==> config.mk <==
export PLATFORM = sky130hd
export DESIGN_NAME = dmd_decode
export DESIGN_NICKNAME = d
export VERILOG_FILES = /design/src/dmd_pkg.sv /design/src/dmd_decode.sv
export SDC_FILE = /design/constraint.sdc
export NUM_CORES = 1
export LEC_CHECK = 0
export BUFFER_PORTS_ARGS = -buffer_cell sky130_fd_sc_hd__buf_2
export CAP_MARGIN = 20
export CORE_MARGIN = 2
export CORE_UTILIZATION = 54
export CTS_CLUSTER_DIAMETER = 40
export DETAILED_ROUTE_END_ITERATION = 12
export PLACE_DENSITY_LB_ADDON = 0.12
export SYNTH_ARGS = -nofsm -noshare
export SYNTH_HDL_FRONTEND = slang
export SYNTH_SLANG_ARGS = --single-unit
==> constraint.sdc <==
create_clock -name clk -period 2.4 [get_ports clk]
set_clock_uncertainty 0.1 [all_clocks]
set_input_delay 0.48 -clock clk [delete_from_list [all_inputs] [get_ports clk]]
set_output_delay 0.48 -clock clk [all_outputs]
set_load 0.05 [all_outputs]
==> src/dmd_pkg.sv <==
// Purpose: constants for the data-move instruction decoder
// Assumes: 16-bit instruction words, 8-bit data, 12-bit data addresses
// Notes: access bank split point and index threshold are plain defaults
package dmd_pkg;
   localparam logic [7:0] OPC_LOAD_LIT = 8'h0e;
   localparam logic [6:0] OPC_STORE_ACC = 7'h37;
   localparam int INSTR_W = 16;
   localparam int ADDR_W = 12;
   localparam logic [7:0] IDX_LIMIT = 8'h5f;
   localparam logic [7:0] ACC_SPLIT = 8'h60;
   localparam logic [3:0] SFR_BANK = 4'hf;
   localparam logic [7:0] ACC_RESET = 8'h00;
   localparam logic [1:0] PH_DECODE = 2'h0;
   localparam logic [1:0] PH_WRITE = 2'h3;
   typedef enum logic [1:0] {
      DMD_Q1,
      DMD_Q2,
      DMD_Q3,
      DMD_Q4
   } dmd_phase_t;
endpackage

==> src/dmd_decode.sv <==
// Purpose: decode and execute literal load and accumulator store
// Assumes: one instruction presented per four-phase cycle, taken at phase 1
// Notes: status flags are never touched by these two instructions

// Summary of operation
// - Upper byte 0000 1110 loads the low eight bits into the working register.
// - Upper seven bits 0110 111 store the working register to the 8-bit file address.
// - A store with bank-select bit zero and no indexed offset resolves its address in the access bank.
// - A store with bank-select bit one joins the bank select register and the address.
// - With extended set on and bank-select zero, addresses up to 5Fh become indexed offsets.
module dmd_decode (
   input wire logic clk,
   input wire logic rst,
   input wire logic instr_valid,
   input wire logic [15:0] instr_word,
   input wire logic [3:0] bank_select_register,
   input wire logic ext_set_enable,
   input wire logic [11:0] index_base,
   output logic [7:0] accumulator,
   output logic [1:0] phase,
   output logic busy,
   output logic file_we,
   output logic [11:0] file_addr,
   output logic [7:0] file_wdata,
   output logic status_we
);
   typedef struct packed {
      // sequencing
      dmd_pkg::dmd_phase_t ph;
      logic busy;
      logic is_load;
      logic is_store;

      // held word and its results
      logic [15:0] ir;
      logic [7:0] operand;
      logic [11:0] addr;
      logic [7:0] acc;

      // store port
      logic we;
      logic [11:0] wa;
      logic [7:0] wd;
      logic sw;
   } dmd_state_t;

   dmd_state_t s_q;
   dmd_state_t s_d;

   // phase of the current cycle
   logic in_q1;
   logic in_q4;

   // word offered at the pins
   logic take;
   logic [7:0] in_upper8;
   logic [6:0] in_upper7;
   logic hit_load;
   logic hit_store;

   // word held since the take
   logic a_bit;
   logic [7:0] f_field;
   logic [7:0] lit_field;
   logic f_le_limit;
   logic f_in_idx;
   logic f_low_access;
   logic use_bank;
   logic use_idx;
   logic use_low;

   // candidate store addresses
   logic [11:0] idx_addr;
   logic [11:0] acc_low_addr;
   logic [11:0] acc_high_addr;
   logic [11:0] bank_addr;
   logic [11:0] store_addr;

   // commit strobes of the last phase
   logic load_commit;
   logic store_commit;

   // phase decode
   assign in_q1 = (s_q.ph == dmd_pkg::DMD_Q1);
   assign in_q4 = (s_q.ph == dmd_pkg::DMD_Q4);

   assign take = in_q1 && instr_valid;
   assign in_upper8 = instr_word[15:8];
   assign in_upper7 = instr_word[15:9];
   assign hit_load = (in_upper8 == dmd_pkg::OPC_LOAD_LIT);
   assign hit_store = (in_upper7 == dmd_pkg::OPC_STORE_ACC);

   assign a_bit = s_q.ir[8];
   assign f_field = s_q.ir[7:0];
   assign lit_field = s_q.ir[7:0];

   assign f_le_limit = (f_field <= dmd_pkg::IDX_LIMIT);
   assign f_in_idx = ext_set_enable && f_le_limit;
   assign f_low_access = (f_field < dmd_pkg::ACC_SPLIT);

   // bank bit set wins, then indexed, then the access bank halves
   assign use_bank = a_bit;
   assign use_idx = !a_bit && f_in_idx;
   assign use_low = !a_bit && !f_in_idx && f_low_access;

   // the indexed sum wraps inside the 12-bit space
   assign idx_addr = index_base + {4'h0, f_field};
   assign acc_low_addr = {4'h0, f_field};
   assign acc_high_addr = {dmd_pkg::SFR_BANK, f_field};
   assign bank_addr = {bank_select_register, f_field};

   // later tests override earlier ones, highest priority last
   always_comb begin
      store_addr = acc_high_addr;
      if (use_low) begin
         store_addr = acc_low_addr;
      end
      if (use_idx) begin
         store_addr = idx_addr;
      end
      if (use_bank) begin
         store_addr = bank_addr;
      end
   end

   // commit only in the write phase
   assign load_commit = in_q4 && s_q.is_load;
   assign store_commit = in_q4 && s_q.is_store;

   // next state of every register
   always_comb begin
      s_d = s_q;
      s_d.we = 1'b0;
      s_d.sw = 1'b0;

      case (s_q.ph)
         // decode and take
         dmd_pkg::DMD_Q1: begin
            if (take) begin
               s_d.busy = 1'b1;
               s_d.ir = instr_word;
               s_d.is_load = hit_load;
               s_d.is_store = hit_store;
               s_d.ph = dmd_pkg::DMD_Q2;
            end else begin
               s_d.busy = 1'b0;
               s_d.is_load = 1'b0;
               s_d.is_store = 1'b0;
            end
         end

         // read operand and form address
         dmd_pkg::DMD_Q2: begin
            s_d.operand = lit_field;
            s_d.addr = store_addr;
            s_d.ph = dmd_pkg::DMD_Q3;
         end

         // latch store port
         dmd_pkg::DMD_Q3: begin
            s_d.wd = s_q.acc;
            s_d.wa = s_q.addr;
            s_d.ph = dmd_pkg::DMD_Q4;
         end

         // write destination
         dmd_pkg::DMD_Q4: begin
            if (load_commit) begin
               s_d.acc = s_q.operand;
            end
            if (store_commit) begin
               s_d.we = 1'b1;
            end

            s_d.busy = 1'b0;
            s_d.is_load = 1'b0;
            s_d.is_store = 1'b0;
            s_d.ph = dmd_pkg::DMD_Q1;
         end

         default: begin
            s_d.ph = dmd_pkg::DMD_Q1;
         end
      endcase
   end

   // synchronous reset to the idle phase
   always_ff @(posedge clk) begin
      if (rst) begin
         s_q.ph <= dmd_pkg::DMD_Q1;
         s_q.busy <= 1'b0;
         s_q.is_load <= 1'b0;
         s_q.is_store <= 1'b0;

         s_q.ir <= 16'h0000;
         s_q.operand <= 8'h00;
         s_q.addr <= 12'h000;
         s_q.acc <= dmd_pkg::ACC_RESET;

         s_q.we <= 1'b0;
         s_q.wa <= 12'h000;
         s_q.wd <= 8'h00;
         s_q.sw <= 1'b0;
      end else begin
         s_q <= s_d;
      end
   end

   // core outputs straight from the register
   assign accumulator = s_q.acc;
   assign phase = s_q.ph;
   assign busy = s_q.busy;

   // store port outputs straight from the register
   assign file_we = s_q.we;
   assign file_addr = s_q.wa;
   assign file_wdata = s_q.wd;
   assign status_we = s_q.sw;
endmodule

After elaboration in Yosys (flattened, before gate mapping)
Cells that the tools add are included.
{"block": "op_classes", "n_addsub": 1, "n_mul": 0, "div": 0, "order_cmp": 2, "eq_ne": 6, "n_shift": 0, "n_mux": 8, "n_bitwise": 1, "n_reduce_logical": 14}
{"operator": "2-to-1 mux 12 bit", "n": 3}
{"operator": "adder 12 x 8 -> 12 bit", "n": 1}
{"operator": "== test 8 x 4 -> 1 bit (second input constant)", "n": 1}
{"operator": "less-or-equal comparator 8 x 7 -> 1 bit (second input constant)", "n": 1}
{"operator": "less-than comparator 8 x 7 -> 1 bit (second input constant)", "n": 1}
{"operator": "case mux 2 bit (4 select lines)", "n": 1}
{"operator": "== test 7 x 6 -> 1 bit (second input constant)", "n": 1}
{"operator": "logical AND 1 bit", "n": 7}
{"operator": "case mux 3 bit (2 select lines)", "n": 1}
{"operator": "== test 2 bit (second input constant)", "n": 2}
{"operator": "AND reduction 2 bit", "n": 2}
{"operator": "2-to-1 mux 3 bit", "n": 1}
{"operator": "== test 2 x 1 -> 1 bit (second input constant)", "n": 1}
{"operator": "logical NOT 1 bit", "n": 2}
{"operator": "logical NOT 2 bit", "n": 1}
{"operator": "2-to-1 mux 2 bit", "n": 1}
{"operator": "inequality test 2 x 1 -> 1 bit (second input constant)", "n": 1}
{"operator": "nonzero test 2 bit", "n": 1}
{"operator": "OR reduction 2 bit", "n": 1}
{"operator": "2-to-1 mux 1 bit", "n": 1}
{"operator": "inverter 1 bit", "n": 1}
{"block": "totals", "regBits": 71, "latchBits": 0, "ram_bits": 0, "rom_bits": 0, "in_bits": 36, "out_inout_bits": 33, "elab_cells": 44, "n_memories": 0}

Longest topological paths before layout
{"block": "logic_depth", "word_depth": 8, "depth_mapped": 9, "ltp_nobuf": 9}

Worst setup path after synthesis
Ideal clock, no wire load.
{"block": "synth_path", "path_kind": "input-to-reg", "startpoint": "input port index_base[0]", "endpoint": "register s_q[36] in the netlist's numbering", "setup_ns": 0.091, "t_arrival_ns": 1.891, "required_time_ns": 2.209, "slack_ns": 0.318, "path_stages": 9, "path_buffers": 0, "path_cell_list": "ha_1 inv_1 fa_1 nor2b_1 o31a_1 o21a_1 nor3_1 nand3b_1 a311oi_1"}
{"block": "synth_between", "elab_chain_cells": 3}
{"element": "start: declaration", "line": "dmd_decode.sv:18", "text": "input wire logic [11:0] index_base,"}
{"element": "adder 12 x 8 -> 12 bit", "line": "dmd_decode.sv:107", "text": "assign idx_addr = index_base + {4'h0, f_field};"}
{"element": "2-to-1 mux 12 bit", "line": "dmd_decode.sv:118", "text": "if (use_idx) begin"}
{"element": "2-to-1 mux 12 bit", "line": "dmd_decode.sv:121", "text": "if (use_bank) begin"}
{"element": "end: declaration", "line": "dmd_decode.sv:47", "text": "dmd_state_t s_q;"}
No other way between the ends.
A chain may end at the register's enable or synchronous reset.

Final worst setup path
{"block": "layout_path", "startpoint": "register s_q, in the netlist acc_high_addr[0]", "endpoint": "register s_q[36] in the netlist's numbering"}
{"block": "layout_between", "elab_chain_cells": 5, "elab_cells_between_ends": 6, "classes_between": "1 x add/sub; 1 x order compare; 2 x mux; 2 x reduce/logical"}
{"element": "less-or-equal comparator 8 x 7 -> 1 bit", "line": "dmd_decode.sv:97", "text": "assign f_le_limit = (f_field <= dmd_pkg::IDX_LIMIT);"}
{"element": "logical AND 1 bit", "line": "dmd_decode.sv:98", "text": "assign f_in_idx = ext_set_enable && f_le_limit;"}
{"element": "logical AND 1 bit", "line": "dmd_decode.sv:103", "text": "assign use_idx = !a_bit && f_in_idx;"}
{"element": "2-to-1 mux 12 bit (*)", "line": "dmd_decode.sv:118"}
{"element": "2-to-1 mux 12 bit (*)", "line": "dmd_decode.sv:121"}
Mark *: on every way between the ends. The rest lies on a longest branch, timed or not.

==> impl_metrics.json <==
{
  "num_antenna_cells": 0,
  "yosys_warnings": 0,
  "whs_ns": 0.270,
  "grt_pass1_vias": 2220,
  "synth-seq-area-share_pct": 40.8,
  "syn_inst": 358,
  "dieHeight_um": 79.7,
  "worstHoldPathType": "primary input to flip-flop",
  "netlist_area_um2": 3090,
  "clk_latency_ns": 0.34,
  "synth-edff-count": 0,
  "wl_per_cell_um": 13.4,
  "wl_met1_mm": 3.11,
  "root_buffer": "clkbuf_8",
  "grt_overflow_total": 0,
  "r2r_start": "acc_high_addr[0]$_SDFFE_PP0P_",
  "ir_worst_vdd_mv": 0.669,
  "grt_pass1_wl_mm": 10.3,
  "worstSetupEndpointType": "flip-flop",
  "outcome": "finished, final reports clean",
  "track_usage_pct": 21.2,
  "fp.dieW_um": 79.7,
  "fin_crit_sh_pct": 88.6,
  "min_from": "instr_word[1]",
  "synthFlopType": "dfxtp_1",
  "leakagePower_nw": 1.50,
  "antenna_found_initial": 0,
  "yosys-top-cells-area": "dfxtp_1, mux2i_1, buf_4, nor2_1, ha_1",
  "cts_htree_levels": 3,
  "cts-buffers-inserted": 9,
  "arrival_ns": 2.28,
  "p_per_area_nw_per_um2": 948,
  "hold_viol_final": 0,
  "post_cts_buffers": 0,
  "drive_gt1_share_pct": 24.1,
  "grt_max_degree": 34,
  "ys_types": 41,
  "finalSetupTns_ns": 0,
  "num_rows": 27,
  "synthTopCellsByCount": "dfxtp_1, nor2_1, nand2_1",
  "dr.pass1.iters": 4,
  "wl_met3_um": 346,
  "clk_pin_slew_ns": 0.07,
  "route.detailed.drc": 0,
  "cts_tree": "done",
  "clock-sinks": 63,
  "totalWireLength_mm": 6.33,
  "cp.required_ns": 2.55,
  "nFillCells": 511,
  "cp_max_fo": 4,
  "critPathKind": "flip-flop to flip-flop",
  "ys_ff_latch": 63,
  "drtIter0Drc": 142,
  "synth.largest_area_cell": "dfxtp_1",
  "setup_violations": 0,
  "place_congestion": 0.877,
  "slew_violations": 0,
  "synth.top_cell.area_share_pct": 40.8,
  "start_kind": "flip-flop",
  "syn_nets": 408,
  "io_pins": 69,
  "initial_core_util_pct": 56.1,
  "nets": 447,
  "clockBufferDepth": 2,
  "dieArea_um2": 6350,
  "wl_met2_mm": 2.78,
  "postSynth.asyncResetShare_pct": 0,
  "hpwl_mm": 4.64,
  "rsz0062_at_grt": "false",
  "highest_layer": "met4",
  "yosysMostFrequentCell": "dfxtp_1",
  "core_area_um2": 5510,
  "area_delta_synth_final_pct": 13.1,
  "viasPerCell": 5.20,
  "fin_crit_ns": 2.13,
  "crit_path_start": "acc_high_addr[0]$_SDFFE_PP0P_",
  "dr_total_vias": 2463,
  "cap_violations": 0,
  "fmax_ghz": 0.470,
  "ant_nets": 0,
  "io_buffers": 67,
  "syn_area_per_cell_um2": 8.64
}
[power breakdown]
group	switching, mW	internal, mW
Sequential	0.0983	1.18
Combinational	0.663	0.415
Clock	0.415	0.538
[routing by layer]
metal	up-vias	global-route usage [%]
li1	1274	-
met1	1108	27.7
met2	71	33.3
met3	10	5.20
met4	0	9.31
met5	-	0
[sequential cells by signal, indices dropped and copies added (netlist names)]
signal,count
phase,2
s_q,22
file_addr,12
file_we,1
acc_high_addr,8
file_wdata,8
a_bit,1
accumulator,8
busy,1
[worst max-delay path, cell delays in order, from the launching register on]
cell	delay, ns
dfxtp_1	0.39
ha_1	0.19
inv_1	0.05
fa_1	0.39
nor2b_2	0.16
o31a_1	0.18
o21a_1	0.13
nor3_1	0.04
nand3b_1	0.15
a311oi_1	0.24
[placed cells by master (no fill, tap or decap), types with 4 or more instances in the layout]
cell type,n
a211oi_1,5
a21oi_1,25
a311oi_1,4
buf_2,67
buf_4,9
clkbuf_8,11
dfxtp_1,63
ha_1,13
inv_1,7
mux2i_1,30
nand2_1,43
nand3_1,12
nor2_1,46
nor2b_1,4
nor3_1,8
o21ai_0,8
o21ai_1,4
xnor2_1,5
[final timing paths]
check                                                endpoint  slack (ns)  cells past startpoint
worst max-delay path                     s_q[36]$_SDFFE_PP0N_        0.27                      9
worst min-delay path            acc_high_addr[1]$_SDFFE_PP0P_        0.27                      3
worst max register to register           s_q[36]$_SDFFE_PP0N_        0.27                      9
worst min register to register             file_we$_SDFF_PP0_        0.33                      2
[metrics by stage]
stage               cell area, um2  setup WS [ns]  util [%]  instances  power [mW]
floorplan                     3090          0.318         -        358        2.16
global placement              3280          0.126      59.6        458        2.36
detailed placement            3280         0.0686      59.6        458        2.38
CTS                           3490          0.218      63.4        474        3.33
global route                  3500         0.0504      63.5        474        3.51
finish                        3500          0.273      63.5        474        3.31
[final cells by class]
| class | count | area [um2] | area share [%] |
|---|---|---|---|
| multi-input combinational | 240 | 1510 | 43.1 |
| tap | 72 | 90.1 | 2.58 |
| clock buffer | 12 | 155 | 4.44 |
| timing repair buffer | 76 | 403 | 11.5 |
| clock inverter | 4 | 53.8 | 1.54 |
| sequential | 63 | 1260 | 36.1 |
| inverter | 7 | 26.3 | 0.752 |
[timing repair]
| action | in CTS | in global routing |
|---|---|---|
| gates resized for setup | 0 | 1 |
| hold buffers | 0 | 0 |
| setup endpoints to repair | 0 | 1 |
[kinds of logic (layout without fill, tap and decap cells)]
group | count (synthesis) | in the layout | share of synthesized area, %
AND/OR/NAND/NOR | 126 | 126 | 17.7
AO/OA/AOI/OAI | 64 | 64 | 13.8
flip-flops | 63 | 63 | 40.8
buffers and inverters | 55 | 99 | 10.6
multiplexers | 30 | 30 | 9.71
adder cells (fa/ha/maj) | 14 | 14 | 5.91
XOR/XNOR | 5 | 5 | 1.42
other | 1 | 1 | 0.121
(Power assumes the default switching activity.)
